File: config.mk
export PLATFORM = sky130hd
export DESIGN_NAME = pbdc_ctrl
export DESIGN_NICKNAME = d
export VERILOG_FILES = /design/src/design/pbdc_pkg.sv /design/src/design/pbdc_ctrl.sv /design/src/design/pbdc_sync.sv
export VERILOG_INCLUDE_DIRS = /design/src /design/src/design
export SDC_FILE = /design/constraint.sdc
export NUM_CORES = 1
export LEC_CHECK = 0
export ABC_AREA = 0
export ABC_CLOCK_PERIOD_IN_PS = 2150
export BUFFER_PORTS_ARGS = -buffer_cell sky130_fd_sc_hd__clkbuf_2
export CORE_UTILIZATION = 40
export DETAILED_ROUTE_END_ITERATION = 12
export PLACE_DENSITY = 0.54
export SYNTH_ARGS = -nofsm -noshare
export SYNTH_HDL_FRONTEND = slang
export SYNTH_HIERARCHICAL = 1
export SYNTH_SLANG_ARGS = --single-unit
File: constraint.sdc
create_clock -name i_sys_clk -period 2.15 [get_ports i_sys_clk]
set_input_delay 0.43 -clock i_sys_clk [delete_from_list [all_inputs] [get_ports i_sys_clk]]
set_output_delay 0.43 -clock i_sys_clk [all_outputs]
set_load 0.02 [all_outputs]
File: src/design/pbdc_defines.svh
// Constants for the PCI DMA backend control block.
`ifndef PBDC_DEFINES_SVH
`define PBDC_DEFINES_SVH
// Side port register byte offsets.
`define PBDC_REG_PCI_ADDR 8'h50
`define PBDC_REG_DATA 8'h54
`define PBDC_REG_COUNT 8'h58
`define PBDC_REG_CTRL 8'h5C
// Register indices of the data word and the control word.
`define PBDC_IDX_DATA 1
`define PBDC_IDX_CTRL 3
// Reset value of every register byte.
`define PBDC_BYTE_RESET 8'h00
// Bit position where the busy flag reads back in the control word.
`define PBDC_BUSY_BIT 8
// Cycles from control write to bus request.
`define PBDC_REQ_DLY 3
// Longest grant-to-frame delay in cycles, and the earlier forced launch.
`define PBDC_FRAME_MAX 16
`define PBDC_FRAME_FORCE (5'(`PBDC_FRAME_MAX - 4))
// Window select value used by direct transfers.
`define PBDC_WIN_DIRECT 3'h7
// PCI bus commands and byte enables.
`define PBDC_CMD_MEM_RD 4'h6
`define PBDC_CMD_MEM_WR 4'h7
`define PBDC_BE_ALL_N 4'h0
`endif

File: src/design/pbdc_pkg.sv
// Types shared by the PCI DMA backend control block.
package pbdc_pkg;
  // Transfer sequencer states, Gray coded along the usual path.
  typedef enum logic [2:0] {
    PBDC_IDLE = 3'h0,
    PBDC_REQ = 3'h1,
    PBDC_ACT = 3'h3,
    PBDC_BEGIN = 3'h2,
    PBDC_HOLD = 3'h6,
    PBDC_LAUNCH = 3'h7,
    PBDC_DATA = 3'h5,
    PBDC_FINISH = 3'h4
  } pbdc_state_t;
  // Control word layout.
  typedef struct packed {
    logic [23:0] rsvd;
    logic [2:0] win;
    logic hold_mode;
    logic fifo_recov;
    logic direct;
    logic pci_read;
    logic start;
  } pbdc_ctrl_t;
  // PCI pins sampled by the block.
  typedef struct packed {
    logic gnt_n;
    logic trdy_n;
    logic [31:0] ad;
  } pbdc_pin_t;
  // Side port request bundle.
  typedef struct packed {
    logic [3:0] side_write_strobe;
    logic side_read_strobe;
    logic [7:0] side_reg_addr;
  } pbdc_side_t;
endpackage : pbdc_pkg

File: src/design/pbdc_ctrl.sv
// PCI DMA backend control: launch hold, side register port, direct DMA.
`timescale 1ns/1ns
`default_nettype none
`include "pbdc_defines.svh"
module pbdc_ctrl (
  input wire logic i_sys_clk, // System clock, 10 MHz.
  input wire logic i_srst, // Synchronous reset, active high.
  input wire pbdc_pkg::pbdc_pin_t i_pin, // Raw grant, target ready, AD in.
  output logic o_req_n, // PCI bus request, active low.
  output logic o_frame_n, // FRAME# level.
  output logic o_frame_oe_n, // FRAME# drive enable, low drives.
  output logic o_irdy_n, // IRDY# level.
  output logic o_irdy_oe_n, // IRDY# drive enable, low drives.
  output logic [31:0] o_ad, // AD bus out.
  output logic o_ad_oe_n, // AD and C/BE drive enable, low drives.
  output logic [3:0] o_cbe_n, // Command and byte enables.
  input wire logic i_tgt_access, // Target decoder hit on this device.
  output logic o_tgt_retry, // Answer the target hit with retry.
  output logic o_mast_active, // Master cycle in progress.
  output logic o_datapath_begin, // Backend transfer begins.
  output logic o_datapath_finish, // Backend transfer ends or aborts.
  output logic [2:0] o_window_sel, // Memory window in use.
  output logic o_be_wr_strobe, // Received word valid on data out.
  input wire logic i_launch_hold, // Backend holds off the launch.
  input wire logic i_rd_strobe, // Backend supplies a word.
  input wire logic i_backend_write_ready, // Backend can take a word.
  input wire logic i_side_request, // Backend asks for the side port.
  output logic o_side_grant, // Side port granted.
  input wire pbdc_pkg::pbdc_side_t i_side, // Side port strobes and address.
  input wire logic [31:0] i_mem_data_in, // Backend write data.
  output logic [31:0] o_mem_data_out // Backend read data.
);
  import pbdc_pkg::*;

  ////////////////////////////////////////////////////////////////////////////
  // Declarations.
  localparam int IDX_DATA = `PBDC_IDX_DATA; // Data word index.
  localparam int IDX_CTRL = `PBDC_IDX_CTRL; // Control word index.
  localparam logic [7:0] OFFS [4] = '{`PBDC_REG_PCI_ADDR, `PBDC_REG_DATA,
                                      `PBDC_REG_COUNT, `PBDC_REG_CTRL};
  pbdc_pin_t pin_s; // Synchronised pins.
  pbdc_state_t st_ff; // Sequencer state.
  logic [3:0][31:0] regs_w; // Register words.
  pbdc_ctrl_t ctrl; // Control word view.
  logic busy_ff; // A transfer is queued or running.
  logic [`PBDC_REQ_DLY-2:0] start_sr_ff; // Start delay line.
  logic data_ok_ff; // Word for the data phase is in hand.
  logic [31:0] data_ff; // Word to send or word received.
  logic [4:0] gnt_cnt_ff; // Cycles since grant while starting.
  logic aborted_ff; // A start was aborted and not yet relaunched.
  logic rd_valid_ff; // Side read in the first pipeline stage.
  logic [31:0] rd_stage_ff; // Side read data, first stage.
  logic start_wr; // Control write that launches a transfer.
  logic early; // Startup window before frame.
  logic abort; // Grant lost in the startup window.
  logic force_go; // Launch forced by the grant timer.
  logic launch_ok; // Hold released and ready to launch.
  logic fetch; // Backend data may be fetched now.
  logic data_go; // Start the single data phase.
  logic data_done; // Target accepted the data phase.

  ////////////////////////////////////////////////////////////////////////////
  // Pin synchronisers.
  pbdc_sync #(.WIDTH($bits(pbdc_pin_t))) u_sync (
    .i_sys_clk(i_sys_clk),
    .i_srst(i_srst),
    .i_d(i_pin),
    .o_q(pin_s)
  );

  ////////////////////////////////////////////////////////////////////////////
  // Register file, one byte flop per register and byte lane.
  // A DMA store into the data word wins over a software write.
  for (genvar r = 0; r < 4; r++) begin : g_reg
    for (genvar b = 0; b < 4; b++) begin : g_byte
      logic [7:0] b_ff; // One register byte.
      always_ff @(posedge i_sys_clk) begin
        if (i_srst) begin
          b_ff <= `PBDC_BYTE_RESET;
        end else if (r == IDX_DATA && st_ff == PBDC_FINISH && ctrl.direct && ctrl.pci_read) begin
          b_ff <= data_ff[8*b +: 8];
        end else if (o_side_grant && i_side.side_write_strobe[b] &&
                     i_side.side_reg_addr == OFFS[r]) begin
          b_ff <= i_mem_data_in[8*b +: 8];
        end
      end
      assign regs_w[r][8*b +: 8] = b_ff;
    end
  end
  assign ctrl = pbdc_ctrl_t'(regs_w[IDX_CTRL]);

  ////////////////////////////////////////////////////////////////////////////
  // Decode of sequencer conditions.
  always_comb begin
    start_wr = o_side_grant && i_side.side_write_strobe[0] && !busy_ff &&
               i_side.side_reg_addr == `PBDC_REG_CTRL && i_mem_data_in[0];
    early = st_ff == PBDC_BEGIN || st_ff == PBDC_HOLD;
    abort = early && pin_s.gnt_n;
    force_go = gnt_cnt_ff >= `PBDC_FRAME_FORCE;
    launch_ok = (!i_launch_hold && (!ctrl.hold_mode || data_ok_ff)) || force_go;
    fetch = early || st_ff == PBDC_LAUNCH || st_ff == PBDC_DATA;
    data_go = st_ff == PBDC_DATA && o_irdy_n && data_ok_ff;
    data_done = st_ff == PBDC_DATA && !o_irdy_n && !pin_s.trdy_n;
  end

  ////////////////////////////////////////////////////////////////////////////
  // Start delay line and busy flag; a start written while busy is ignored, not queued.
  always_ff @(posedge i_sys_clk) begin
    if (i_srst) begin
      start_sr_ff <= '0;
      busy_ff <= 1'b0;
    end else begin
      start_sr_ff <= {start_sr_ff[`PBDC_REQ_DLY-3:0], start_wr};
      if (start_wr) begin
        busy_ff <= 1'b1;
      end else if (st_ff == PBDC_FINISH) begin
        busy_ff <= 1'b0;
      end
    end
  end

  ////////////////////////////////////////////////////////////////////////////
  // Transfer sequencer.
  always_ff @(posedge i_sys_clk) begin
    if (i_srst) begin
      st_ff <= PBDC_IDLE;
    end else begin
      case (st_ff)
        PBDC_IDLE: begin
          if (start_sr_ff[`PBDC_REQ_DLY-2]) begin
            st_ff <= PBDC_REQ;
          end
        end
        PBDC_REQ: begin
          // Granted again after an abort restarts the same cycle.
          if (!pin_s.gnt_n) begin
            st_ff <= PBDC_ACT;
          end
        end
        PBDC_ACT: st_ff <= PBDC_BEGIN;
        PBDC_BEGIN: st_ff <= abort ? PBDC_REQ : PBDC_HOLD;
        PBDC_HOLD: begin
          if (abort) begin
            st_ff <= PBDC_REQ;
          end else if (launch_ok) begin
            st_ff <= PBDC_LAUNCH;
          end
        end
        PBDC_LAUNCH: st_ff <= PBDC_DATA;
        PBDC_DATA: begin
          if (data_done) begin
            st_ff <= PBDC_FINISH;
          end
        end
        PBDC_FINISH: st_ff <= PBDC_IDLE;
        default: st_ff <= PBDC_IDLE;
      endcase
    end
  end

  ////////////////////////////////////////////////////////////////////////////
  // Grant timer and abort memory.
  always_ff @(posedge i_sys_clk) begin
    if (i_srst) begin
      gnt_cnt_ff <= 5'h00;
      aborted_ff <= 1'b0;
    end else begin
      if (st_ff == PBDC_IDLE || st_ff == PBDC_REQ || pin_s.gnt_n) begin
        gnt_cnt_ff <= 5'h00;
      end else if (!force_go) begin
        gnt_cnt_ff <= gnt_cnt_ff + 5'h01;
      end
      if (abort) begin
        aborted_ff <= 1'b1;
      end else if (st_ff == PBDC_LAUNCH) begin
        aborted_ff <= 1'b0;
      end
    end
  end

  ////////////////////////////////////////////////////////////////////////////
  // PCI pin drive: request, frame, ready, address and data.
  always_ff @(posedge i_sys_clk) begin
    if (i_srst) begin
      o_req_n <= 1'b1;
      o_frame_n <= 1'b1;
      o_frame_oe_n <= 1'b1;
      o_irdy_n <= 1'b1;
      o_irdy_oe_n <= 1'b1;
      o_ad <= 32'h0000_0000;
      o_ad_oe_n <= 1'b1;
      o_cbe_n <= 4'hF;
    end else begin
      // Request stays low across aborts and drops only with frame.
      if (st_ff == PBDC_IDLE && start_sr_ff[`PBDC_REQ_DLY-2]) begin
        o_req_n <= 1'b0;
      end else if (st_ff == PBDC_LAUNCH) begin
        o_req_n <= 1'b1;
      end
      if (st_ff == PBDC_LAUNCH) begin
        o_frame_n <= 1'b0;
        o_frame_oe_n <= 1'b0;
        o_irdy_oe_n <= 1'b0;
      end else if (data_go) begin
        o_frame_n <= 1'b1; // Single data phase ends frame at once.
      end else if (st_ff == PBDC_FINISH) begin
        o_frame_oe_n <= 1'b1;
        o_irdy_oe_n <= 1'b1;
      end
      if (data_go) begin
        o_irdy_n <= 1'b0;
      end else if (data_done) begin
        o_irdy_n <= 1'b1;
      end
      // Address and command go on the bus with mast active.
      if (st_ff == PBDC_ACT) begin
        o_ad <= regs_w[0];
        o_ad_oe_n <= 1'b0;
        o_cbe_n <= ctrl.pci_read ? `PBDC_CMD_MEM_RD : `PBDC_CMD_MEM_WR;
      end else if (data_go) begin
        o_ad <= data_ff;
        o_ad_oe_n <= ctrl.pci_read;
        o_cbe_n <= `PBDC_BE_ALL_N;
      end else if (abort || data_done) begin
        o_ad_oe_n <= 1'b1;
        o_cbe_n <= 4'hF;
      end
    end
  end

  ////////////////////////////////////////////////////////////////////////////
  // Backend handshake outputs.
  always_ff @(posedge i_sys_clk) begin
    if (i_srst) begin
      o_mast_active <= 1'b0;
      o_datapath_begin <= 1'b0;
      o_datapath_finish <= 1'b0;
      o_window_sel <= 3'h0;
      o_be_wr_strobe <= 1'b0;
    end else begin
      if (st_ff == PBDC_ACT) begin
        o_mast_active <= 1'b1;
      end else if (abort || st_ff == PBDC_FINISH) begin
        o_mast_active <= 1'b0;
      end
      // Begin trails mast active by one cycle so the backend can raise its hold with it.
      o_datapath_begin <= st_ff == PBDC_BEGIN;
      o_datapath_finish <= abort || data_done;
      if (st_ff == PBDC_ACT) begin
        o_window_sel <= ctrl.direct ? `PBDC_WIN_DIRECT : ctrl.win;
      end
      o_be_wr_strobe <= data_done && ctrl.pci_read && !ctrl.direct;
    end
  end

  ////////////////////////////////////////////////////////////////////////////
  // Data word fetch and capture.
  always_ff @(posedge i_sys_clk) begin
    if (i_srst) begin
      data_ok_ff <= 1'b0;
      data_ff <= 32'h0000_0000;
    end else begin
      if (st_ff == PBDC_IDLE) begin
        data_ok_ff <= 1'b0;
      end else if (abort) begin
        data_ok_ff <= data_ok_ff && ctrl.fifo_recov;
      end else if (fetch && !data_ok_ff) begin
        if (ctrl.direct) begin
          data_ok_ff <= 1'b1;
        end else if (ctrl.pci_read) begin
          data_ok_ff <= i_backend_write_ready;
        end else begin
          data_ok_ff <= i_rd_strobe;
        end
      end
      if (fetch && !data_ok_ff && !ctrl.pci_read) begin
        if (ctrl.direct) begin
          data_ff <= regs_w[IDX_DATA];
        end else if (i_rd_strobe) begin
          data_ff <= i_mem_data_in;
        end
      end else if (data_done && ctrl.pci_read) begin
        data_ff <= pin_s.ad;
      end
    end
  end

  ////////////////////////////////////////////////////////////////////////////
  // Side port grant, target retry and read pipeline.
  always_ff @(posedge i_sys_clk) begin
    if (i_srst) begin
      o_side_grant <= 1'b0;
      o_tgt_retry <= 1'b0;
      rd_valid_ff <= 1'b0;
      rd_stage_ff <= 32'h0000_0000;
      o_mem_data_out <= 32'h0000_0000;
    end else begin
      if (!i_side_request) begin
        o_side_grant <= 1'b0;
      end else if (st_ff == PBDC_IDLE && start_sr_ff == '0) begin
        o_side_grant <= 1'b1;
      end
      o_tgt_retry <= i_tgt_access && o_side_grant;
      rd_valid_ff <= o_side_grant && i_side.side_read_strobe;
      rd_stage_ff <= 32'h0000_0000;
      for (int r = 0; r < 4; r++) begin
        if (i_side.side_reg_addr == OFFS[r]) begin
          rd_stage_ff <= regs_w[r];
        end
      end
      if (i_side.side_reg_addr == `PBDC_REG_CTRL) begin
        rd_stage_ff <= regs_w[IDX_CTRL] | (32'(busy_ff) << `PBDC_BUSY_BIT);
      end
      if (rd_valid_ff) begin
        o_mem_data_out <= rd_stage_ff;
      end else if (data_done && ctrl.pci_read && !ctrl.direct) begin
        o_mem_data_out <= pin_s.ad;
      end
    end
  end

  ////////////////////////////////////////////////////////////////////////////
  // Assertions.
  a_req_delay: assert property (@(posedge i_sys_clk) disable iff (i_srst)
    start_wr |-> ##3 !o_req_n) else $error("request not three cycles after start");
  a_frame_release: assert property (@(posedge i_sys_clk) disable iff (i_srst)
    (st_ff == PBDC_HOLD && !abort && !i_launch_hold && !ctrl.hold_mode) |-> ##2 !o_frame_n)
    else $error("frame not two cycles after hold release");
  a_hold_blocks: assert property (@(posedge i_sys_clk) disable iff (i_srst)
    (st_ff == PBDC_HOLD && i_launch_hold && !force_go) |=> o_frame_n)
    else $error("frame asserted while held");
  a_irdy_delay: assert property (@(posedge i_sys_clk) disable iff (i_srst)
    (st_ff == PBDC_DATA && !data_ok_ff && !ctrl.direct && !ctrl.pci_read && i_rd_strobe)
    |-> ##2 !o_irdy_n) else $error("ready not two cycles after strobe");
  a_abort_finish: assert property (@(posedge i_sys_clk) disable iff (i_srst)
    abort |=> o_datapath_finish && !o_mast_active && o_frame_n)
    else $error("abort without finish");
  a_recov_keep: assert property (@(posedge i_sys_clk) disable iff (i_srst)
    (abort && ctrl.fifo_recov && data_ok_ff) |=> data_ok_ff)
    else $error("recovery data dropped");
  a_req_held: assert property (@(posedge i_sys_clk) disable iff (i_srst)
    aborted_ff |-> !o_req_n) else $error("request dropped after abort");
  a_grant_timer: assert property (@(posedge i_sys_clk) disable iff (i_srst)
    (st_ff == PBDC_HOLD && force_go && !abort) |-> ##2 !o_frame_n)
    else $error("forced launch late");
  a_retry_grant: assert property (@(posedge i_sys_clk) disable iff (i_srst)
    (i_tgt_access && o_side_grant) |=> o_tgt_retry) else $error("no retry while granted");
  a_grant_drop: assert property (@(posedge i_sys_clk) disable iff (i_srst)
    !i_side_request |=> !o_side_grant) else $error("grant kept without request");
  a_read_pipe: assert property (@(posedge i_sys_clk) disable iff (i_srst)
    (o_side_grant && i_side.side_read_strobe && i_side.side_reg_addr == `PBDC_REG_DATA &&
     !(st_ff == PBDC_FINISH && ctrl.direct && ctrl.pci_read))
    |-> ##2 o_mem_data_out == $past(regs_w[IDX_DATA], 2)) else $error("read data late");
  a_window_direct: assert property (@(posedge i_sys_clk) disable iff (i_srst)
    (o_datapath_begin && ctrl.direct) |-> o_window_sel == 3'h7)
    else $error("window select wrong in direct mode");
endmodule : pbdc_ctrl
`default_nettype wire

File: src/design/pbdc_sync.sv
// Two-stage synchroniser for the sampled PCI pins.
`timescale 1ns/1ns
`default_nettype none
module pbdc_sync #(
  parameter int WIDTH = 34
) (
  input wire logic i_sys_clk, // System clock.
  input wire logic i_srst, // Synchronous reset, active high.
  input wire logic [WIDTH-1:0] i_d, // Raw pin levels.
  output logic [WIDTH-1:0] o_q // Synchronised levels.
);
  logic [WIDTH-1:0] meta_ff; // First stage, read only by the second.

  // Both stages reset to the idle high level of the bus.
  always_ff @(posedge i_sys_clk) begin
    if (i_srst) begin
      meta_ff <= '1;
      o_q <= '1;
    end else begin
      meta_ff <= i_d;
      o_q <= meta_ff;
    end
  end
endmodule : pbdc_sync
`default_nettype wire

==> results of run 1 <==
-- final timing paths --
check | endpoint | start
worst max register to register | o_ad[26]$_SDFFE_PP0N_ | st_ff[1]$_SDFFE_PP0P_
worst min register to register | u_sync/o_q[27]$_SDFF_PP1_ | u_sync/meta_ff[27]$_SDFF_PP1_
worst min-delay path | u_sync/meta_ff[5]$_SDFF_PP1_ | i_pin[5]
worst max-delay path | o_ad[26]$_SDFFE_PP0N_ | st_ff[1]$_SDFFE_PP0P_
-- metrics by stage --
stage | setup slack, ns | utilization
floorplan | 0.481 | -
global placement | 0.221 | 0.447
detailed placement | 0.203 | 0.447
CTS | 0.298 | 0.483
global route | 0.193 | 0.483
finish | 0.295 | 0.483
-- area by class of cell --
cell class | instances | area, sq um
fillers | 3393 | 18400
flip-flops and latches | 354 | 7090
multi-input cells | 989 | 6500
repair buffers | 237 | 1530
clock buffers | 50 | 1060
well taps | 461 | 577
clock inverters | 19 | 223
inverters | 39 | 146
-- state kept, by name, indices dropped and copies added (netlist names), 2 cells and up --
signal	count
st_ff	3
g.g_byte.b_ff	128
gnt_cnt_ff	5
o_mem_data_out	32
start_sr_ff	2
o_ad	32
o_cbe_n	3
u_sync/meta_ff	34
data_ff	32
o_window_sel	3
u_sync/o_q	34
rd_stage_ff	32
-- cells by family (layout without fill, tap and decap cells) --
logic type      after synthesis  after routing
simple gates                500            500
flops                       354            354
compound gates              331            331
buf+inv                     167            345
mux                         155            155
fa+ha+maj                     2              2
xor+xnor                      1              1
-- worst max-delay path, stage by stage, from the launching register on --
cell     delay (ns)
dfxtp_1        0.51
and3b_1        0.29
and3_1         0.25
buf_4          0.23
a22oi_1        0.34
a21oi_1        0.11
-- power groups by stage --
stage / clock network (W) / registers (W) / logic, W
2_1_floorplan: 0 / 0.00688 / 0.000443
3_3_place_gp: 0 / 0.00688 / 0.000802
3_5_place_dp: 0 / 0.00688 / 0.000807
4_1_cts: 0.00689 / 0.00674 / 0.000809
5_1_grt: 0.00714 / 0.00674 / 0.000870
6_report: 0.00675 / 0.00674 / 0.000811
-- routing by layer --
layer / vias up / part of all wire / track usage
met5: - / 0.00032 / 0
li1: 5655 / - / -
met4: 2 / 0.026 / 0.0784
met3: 71 / 0.064 / 0.0420
met1: 5741 / 0.46 / 0.331
met2: 408 / 0.45 / 0.365
-- cells in the final DEF (no fill, tap or decap), drive strengths merged, types with 4 or more instances in the layout --
| master | n |
|---|---|
| o22ai | 32 |
| or2 | 70 |
| nand2 | 123 |
| bufinv | 4 |
| mux2 | 33 |
| nor3 | 79 |
| nand2b | 4 |
| a22oi | 32 |
| mux2i | 122 |
| a31oi | 65 |
| dfxtp | 354 |
| clkinv | 12 |
| nand3 | 8 |
| o2bb2ai | 33 |
| a211oi | 34 |
| o21ai | 13 |
| inv | 40 |
| a21oi | 82 |
| a221oi | 32 |
| buf | 69 |
| and4b | 4 |
| nor2b | 12 |
| nor2 | 167 |
| and3 | 6 |
| nand4 | 11 |
| clkbuf | 218 |
==> run summary, run 1 <==
status - complete, no violations
DR DRC count - 0
flop and latch count out of synthesis - 354
Tot GR Track Use - 0.236
Seq pwr share - 0.471
post-cts resize count - 0
CP Data Required Time - 2.55 ns
Core Area - 0.0355 sq mm
Synth Cell Area - 0.0144 sq mm
post-route insts no fill - 2149
R2R setup slack - 0.29 ns
Die H - 192 um
clk_skew - 0.0229 ns
Row Count - 69
Gate power share - 0.057
Mean Syn Cell Area - 9.53 sq um
Internal Pwr Total - 0.0110 W
mux share of post-synthesis cell area - 0.111
Post-synth top cells - dfxtp_1 (354), nor2_1 (166), nand2_1 (123)
DR WL/cell - 20.3 um
Synth cell types - 60
Tmin final - 1.86 ns
final worst path period share - 0.863
worst-margin pin slew - 0.471 ns
Die W - 192 um
simple-gate share of the synthesized area - 0.169
area share of the largest cell type after synthesis - 0.492
PwrDens - 834 mW/mm^2
sequential-to-total area share from yosys stat - 0.492
final instance area - 0.0171 sq mm
Antenna Diode Count - 0
Min-Delay Path Depth - 2
# IOs - 169
Slew Limit Fails - 0
pin count of the biggest net entering global routing - 89
leakage - 7.07 nW
Skew-Pair Late Insertion Delay - 0.55 ns
Worst Path Arrival - 2.26 ns
placed cells - 2080
clock share of power - 0.472
Hold Violations, Final - 0
Setup TNS - 0 ns
Area after DPL - 0.0158 sq mm
Die ar. - 0.0367 sq mm
final WL - 43500 um
top-count cell post-synth - dfxtp_1
Detail Route Antenna Nets - 0
xor/xnor cell area share of the yosys netlist - 0.000608
CTS root buf - clkbuf_16
Initial Util - 0.406
largest family of logic cells by synthesized area - simple AND/OR/NAND/NOR gates
ys async rst share - 0
Synth Instances - 1510
Worst Reg-to-Reg Cells - 5
P_sw - 0.00333 W
synth top area cells - dfxtp_1 (49%), mux2i_1 (8.4%), nor2_1 (4.3%), nand2_1 (3.2%), a221oi_2 (3.1%)
worst relative slew slack - 0.685
startpoint class of the critical path - register
Clock Sink Count - 354
total grt overflow - 0
routed vias/inst - 5.53
Adder-Cell Fraction of Synth Area - 0.00174
Final GP Congestion - 0.849
First DRT Iteration DRCs - 806
Synth Flop Type - dfxtp_1
critical path class - register to register
Clock transition at path regs - 0.06 ns
Post-CTS Hold Buffers - 0
EDFF count, synth - 0
total number of vias - 11877
fmax - 539 MHz
CTS Buffer Depth - 3
Final nets - 1748
clock buffer count from CTS - 39
initial antenna violation count - 1
total power - 0.0143 W
crit path max fanout - 17
Hold WC Path Type - input port to register
drt first pass iters - 5
area delta synth->final - 19.0%
hold slack final - 0.0588 ns
endpoints failing setup - 0
CTS tree - built
H-Tree Depth - 2
setup bufs post-CTS - 0
layout cells sized above 1 - 0.255
peak supply drop - 0.611 mV
Ys Warns - 6
Sw Ratio - 0.233
vias in the first global route - 11255
RSZ-0062 raised after global routing - false
# port buffers - 168
first-pass GRT wire length - 66900 um
hpwl dp - 28900 um
post-synth top area cell - dfxtp_1
syn nets - 1598
Crit. End Element - register
Synth Area in Compound Gates - 0.168
Max Cap Viol - 0
Note: power is estimated with default switching activity, not from simulation.
==> run 2: changes to the inputs <==
- REMOVE_ABC_BUFFERS: unset -> 1
==> run 2 against run 1 <==
Against the previous run: sequential share of layout area shrank 0.16 points; cell count grew 0.56%; global-route usage grew 0.19 points; via count shrank 0.12%.
==> run summary, run 2 (synthesized netlist as in run 1, its figures left out) <==
hpwl dp - 28600 um (-0.87%)
Final GP Congestion - 0.838 (-1.4%)
Core Area - 0.0355 sq mm (unchanged)
total power - 0.0144 W (+0.52%)
Die H - 192 um (unchanged)
Worst Reg-to-Reg Cells - 5 (unchanged)
Slew Limit Fails - 0 (unchanged)
Tmin final - 1.85 ns (-0.00883 ns)
DR DRC count - 0 (unchanged)
Clock transition at path regs - 0.06 ns (about the same)
fmax - 542 MHz (+0.48%)
Worst R2R End - o_ad[21]$_SDFFE_PP0N_
R2R setup slack - 0.30 ns (about the same)
Initial Util - 0.406 (unchanged)
status - complete, no violations
routed vias/inst - 5.49 (-0.67%)
P_sw - 0.00330 W (-0.76%)
placed cells - 2088 (+0.38%)
DR WL/cell - 20.3 um (+0.13%)
layout cells sized above 1 - 0.259 (+0.00364)
Die W - 192 um (unchanged)
Clock Sink Count - 354 (unchanged)
CTS tree - built
H-Tree Depth - 2 (unchanged)
total grt overflow - 0 (unchanged)
leakage - 7.11 nW (+0.64%)
Max Cap Viol - 0 (unchanged)
Post-CTS Hold Buffers - 0 (unchanged)
Crit. Startpoint - st_ff[0]$_SDFFE_PP0P_
startpoint class of the critical path - register
CP Data Required Time - 2.62 ns (+0.07 ns)
area of the multi-input gates - 0.00651 sq mm (about the same)
most common cell after layout, fill and taps aside - dfxtp_1
clock buffer count from CTS - 40 (+2.6%)
register bank with the most flops - g.g_byte.b_ff
crit path max fanout - 35 (+18)
worst relative slew slack - 0.675 (-0.0100)
critical path class - register to register
PwrDens - 835 mW/mm^2 (+0.12%)
R2R Path Start - st_ff[0]$_SDFFE_PP0P_
worst-margin pin slew - 0.486 ns (+0.0150 ns)
Final nets - 1757 (+0.51%)
clock share of power - 0.476 (+0.004)
endpoints failing setup - 0 (unchanged)
hold_sp - i_pin[15]
Hold WC Path Type - input port to register
fin util - 0.485 (+0.00190)
Sw Ratio - 0.230 (-0.00296)
Min-Delay Path Depth - 2 (unchanged)
Hold EP - u_sync/meta_ff[15]$_SDFF_PP1_
pre-CTS WS - 0.114 ns (-0.0888 ns)
max FFs per register - 128 (unchanged)
RSZ-0062 raised after global routing - false
final worst path period share - 0.859 (-0.00411)
Worst Path Arrival - 2.32 ns (+0.06 ns)
Seq pwr share - 0.469 (-0.002)
drt first pass iters - 5 (unchanged)
first-pass GRT wire length - 67100 um (+0.30%)
post-cts resize count - 0 (unchanged)
worst setup slack after layout - 0.303 ns (+0.00883 ns)
area delta synth->final - 19.5%
vias in the first global route - 11307 (+0.46%)
Tot GR Track Use - 0.238 (+0.00190)
First DRT Iteration DRCs - 735 (-8.8%)
number of fill cells in the layout - 3400 (+0.21%)
Hold Violations, Final - 0 (unchanged)
post-route insts no fill - 2161 (+0.56%)
initial antenna violation count - 3 (+2)
Row Count - 69 (unchanged)
Reg area - 0.00709 sq mm (unchanged)
Crit. End Element - register
# IOs - 169 (unchanged)
Skew-Pair Late Insertion Delay - 0.56 ns (about the same)
CTS root buf - clkbuf_16
total number of vias - 11863 (-0.12%)
hold slack final - 0.0527 ns (-0.00615 ns)
final WL - 43800 um (+0.68%)
Largest regs - g.g_byte.b_ff: 128 flops, u_sync/meta_ff: 34 flops, u_sync/o_q: 34 flops
CTS Buffer Depth - 3 (unchanged)
Die ar. - 0.0367 sq mm (unchanged)
peak supply drop - 0.677 mV (+11%)
Detail Route Antenna Nets - 0 (unchanged)
clk_skew - 0.0197 ns (-0.00312 ns)
# port buffers - 168 (unchanged)
most frequent cells in the layout - dfxtp_1 (352), clkbuf_2 (167), nor2_1 (166), nand2_1 (123), mux2i_1 (121)
setup bufs post-CTS - 0 (unchanged)
Internal Pwr Total - 0.0111 W (+0.91%)
pin count of the biggest net entering global routing - 79 (-11%)
Gate power share - 0.055 (-0.002)
## run 2: changes by cell type in the layout (fill, tap and decap cells not counted), sizes merged
cell,change
bufinv,-2
clkinvlp,-2
clkinv,-4
buf,+9
diode,+1
clkbuf,+11
inv,-1
## run 2: worst max path at each step
| stage | endpoint | slack, ns | cells after the start |
|---|---|---|---|
| after floorplan | o_mem_data_out[30]$_SDFFE_PP0P_ | -1.40 | 4 |
| after global placement | g_reg[1].g_byte[0].b_ff[4]$_SDFFE_PP0P_ | 0.19 | 6 |
| after detailed placement | g_reg[1].g_byte[3].b_ff[4]$_SDFFE_PP0P_ | 0.11 | 6 |
| after CTS | o_side_grant | 0.33 | 2 |
| after global routing | g_reg[1].g_byte[3].b_ff[7]$_SDFFE_PP0P_ | 0.22 | 5 |
| final | o_ad[21]$_SDFFE_PP0N_ | 0.30 | 5 |
## run 2: power by group through the flow
stage / registers, W / clock network [W] / logic, W
finish: 0.00673 / 0.00684 / 0.000797
global route: 0.00674 / 0.00723 / 0.000860
CTS: 0.00673 / 0.00699 / 0.000798
detailed placement: 0.00688 / 0 / 0.000793
global placement: 0.00688 / 0 / 0.000790
floorplan: 0.00692 / 0 / 0.000291
## run 2: final cells by class
cell class                 count  share of cell area
sequential                   354               0.412
clock inverter                10             0.00604
tap                          461              0.0335
clock buffer                  62              0.0701
antenna                        1            0.000146
timing repair buffer         245              0.0911
multi-input combinational    989               0.378
inverter                      39             0.00851
## run 2: stage by stage
step	setup TNS [ns]	area (sq um)
after global placement	0	15900
final	0	17200
after floorplan	-111.42	13700
after detailed placement	0	15900
after global routing	0	17200
after CTS	0	17200
## run 2: critical path, stage by stage, from the launching register on
cell     delay [ns]
dfxtp_1        0.52
and3b_1        0.32
and3_1         0.29
buf_12         0.28
a22oi_1        0.18
a21oi_1        0.16
## run 2: routing by layer
layer | routed length (um) | vias up | track usage
met1 | 20100 | 5763 | 0.321
met3 | 2320 | 74 | 0.0376
met2 | 20200 | 342 | 0.382
met4 | 1260 | 2 | 0.0900
met5 | 14 | - | 0
li1 | - | 5682 | -
==> run 3: changes to the inputs <==
- CORE_MARGIN: unset -> 2
- CORE_UTILIZATION: 40 -> 55
- PLACE_DENSITY: 0.54 -> 0.72
==> run 3 against run 2 <==
Against the previous run: wire length fell by 6.9%; flip-flop and latch count did not move; non-clock buffer count fell by 5; combinational power barely moved; clock-buffer cell count down 11; setup slack lost 0.093 ns; maximum frequency decreased by 4.8%; first-iteration DRC count grew 43%; global-route usage increased by 5.0 points; critical endpoint is now g_reg[1].g_byte[0].b_ff[7]$_SDFFE_PP0P_.
==> run summary, run 3 (synthesized netlist as in run 1, its figures left out) <==
Core Area - 0.0259 sq mm (-27%)
Slew Limit Fails - 0 (unchanged)
pin count of the biggest net entering global routing - 76 (-3.8%)
leakage - 7.08 nW (-0.38%)
vias in the first global route - 11866 (+4.9%)
Row Count - 59 (-14%)
Sw Ratio - 0.221 (-0.00940)
H-Tree Depth - 2 (unchanged)
end point of the critical path - g_reg[1].g_byte[0].b_ff[7]$_SDFFE_PP0P_
Detail Route Antenna Nets - 0 (unchanged)
setup bufs post-CTS - 0 (unchanged)
crit path max fanout - 9 (-74%)
Crit. End Element - register
PwrDens - 834 mW/mm^2 (-0.18%)
first-pass GRT wire length - 64600 um (-3.7%)
clk_skew - 0.00928 ns (-0.0105 ns)
Tot GR Track Use - 0.288 (+0.0498)
startpoint class of the critical path - register
total number of vias - 12068 (+1.7%)
CTS tree - built
clock buffer count from CTS - 37 (-7.5%)
Clock Sink Count - 354 (unchanged)
Die H - 166 um (-14%)
initial antenna violation count - 3 (unchanged)
P_sw - 0.00313 W (-5.4%)
final WL - 40800 um (-6.9%)
clock share of power - 0.469 (-0.007)
Initial Util - 0.556 (+0.150)
Skew-Pair Late Insertion Delay - 0.51 ns (-0.05 ns)
hpwl dp - 25700 um (-10%)
Largest regs - g.g_byte.b_ff: 128 flops, u_sync/meta_ff: 34 flops, u_sync/o_q: 34 flops
routed vias/inst - 5.96 (+8.6%)
Die W - 166 um (-14%)
final instance area - 0.0170 sq mm (-1.2%)
DR DRC count - 0 (unchanged)
register bank with the most flops - g.g_byte.b_ff
Worst Reg-to-Reg Cells - 5 (unchanged)
Area after DPL - 0.0157 sq mm (-1.0%)
fmax - 515 MHz (-4.8%)
Crit. Startpoint - o_side_grant$_SDFFE_PP0P_
RSZ-0062 raised after global routing - false
# port buffers - 168 (unchanged)
Final GP Congestion - 0.862 (+2.9%)
critical path class - register to register
Seq pwr share - 0.475 (+0.006)
worst-margin pin slew - 0.451 ns (-0.0356 ns)
Worst R2R End - g_reg[1].g_byte[0].b_ff[7]$_SDFFE_PP0P_
final worst path period share - 0.902 (+0.0435)
Die ar. - 0.0275 sq mm (-25%)
drt first pass iters - 5 (unchanged)
Setup TNS - 0 ns (unchanged)
DR WL/cell - 20.2 um (-0.61%)
Hold Violations, Final - 0 (unchanged)
First DRT Iteration DRCs - 1054 (+43%)
layout cells sized above 1 - 0.257 (-0.00231)
CTS root buf - clkbuf_16
Max Cap Viol - 0 (unchanged)
total grt overflow - 0 (unchanged)
worst relative slew slack - 0.699 (+0.0239)
fin util - 0.656 (+0.171)
post-cts resize count - 0 (unchanged)
area delta synth->final - 18.1%
CTS Buffer Depth - 3 (unchanged)
Post-CTS Hold Buffers - 0 (unchanged)
Min-Delay Path Depth - 2 (unchanged)
R2R Path Start - o_side_grant$_SDFFE_PP0P_
Final nets - 1749 (-0.46%)
Tmin final - 1.94 ns (+0.0934 ns)
max FFs per register - 128 (unchanged)
Clock transition at path regs - 0.06 ns (about the same)
endpoints failing setup - 0 (unchanged)
Internal Pwr Total - 0.0110 W (-0.14%)
Worst Path Arrival - 2.33 ns (about the same)
Hold WC Path Type - input port to register
status - complete, no violations
CP Data Required Time - 2.54 ns (-0.08 ns)
most common cell after layout, fill and taps aside - dfxtp_1
Gate power share - 0.056 (about the same)
peak supply drop - 0.743 mV (+9.8%)
R2R setup slack - 0.21 ns (-0.09 ns)
# IOs - 169 (unchanged)
hold slack final - 0.0923 ns (+0.0396 ns)
most frequent cells in the layout - dfxtp_1 (352), clkbuf_2 (167), nor2_1 (166), nand2_1 (123), mux2i_1 (121)
-- run 3: cell types whose count changed in the layout (fill, tap and decap cells not counted), moves of 2 or more --
cell / before / now
buf_12: 11 / 14
buf_4: 66 / 58
bufinv_16: 2 / 5
clkbuf_1: 11 / 5
clkbuf_16: 41 / 37
clkinv_2: 7 / 9
diode_2: 1 / 3
-- run 3: layout make-up --
| class | instances | area (sq um) |
|---|---|---|
| Fill cell | 2071 | 8910 |
| Inverter | 39 | 146 |
| Tap cell | 335 | 419 |
| Multi-Input combinational cell | 989 | 6500 |
| Clock inverter | 14 | 195 |
| Clock buffer | 51 | 1070 |
| Timing Repair Buffer | 240 | 1570 |
| Antenna cell | 3 | 7.51 |
| Sequential cell | 354 | 7090 |
-- run 3: power groups by stage --
stage	clock [W]	combinational, W	sequential, W
floorplan	0	0.000291	0.00692
global placement	0	0.000774	0.00687
detailed placement	0	0.000784	0.00687
CTS	0.00670	0.000790	0.00673
global route	0.00699	0.000855	0.00674
finish	0.00664	0.000797	0.00673
-- run 3: metal layers --
metal	GRT usage	share of wire
met5	0	0
met3	0.0484	0.074
met4	0.111	0.030
met1	0.381	0.42
met2	0.474	0.47
-- run 3: how the worst min path moves through the flow --
stage	startpoint	end
floorplan	u_sync/meta_ff[12]$_SDFF_PP1_	u_sync/o_q[12]$_SDFF_PP1_
global placement	u_sync/meta_ff[30]$_SDFF_PP1_	u_sync/o_q[30]$_SDFF_PP1_
finish	i_pin[14]	u_sync/meta_ff[14]$_SDFF_PP1_
detailed placement	u_sync/meta_ff[28]$_SDFF_PP1_	u_sync/o_q[28]$_SDFF_PP1_
CTS	i_pin[33]	u_sync/meta_ff[33]$_SDFF_PP1_
global route	i_pin[21]	u_sync/meta_ff[21]$_SDFF_PP1_
-- run 3: critical path, stage by stage, from the launching register on --
cell and delay, ns:
dfxtp_1 0.45, buf_4 0.21, and4b_1 0.47, nand3_1 0.42, nand2_1 0.19, a211oi_1 0.08
-- run 3: metrics by stage --
stage | power [W] | instances | worst slack [ns]
after floorplan | 0.00721 | 1382 | -1.40
after global placement | 0.00765 | 1957 | 0.0738
after detailed placement | 0.00766 | 1957 | 0.0523
after CTS | 0.0142 | 2022 | 0.270
after global routing | 0.0146 | 2025 | 0.137
final | 0.0142 | 2025 | 0.210
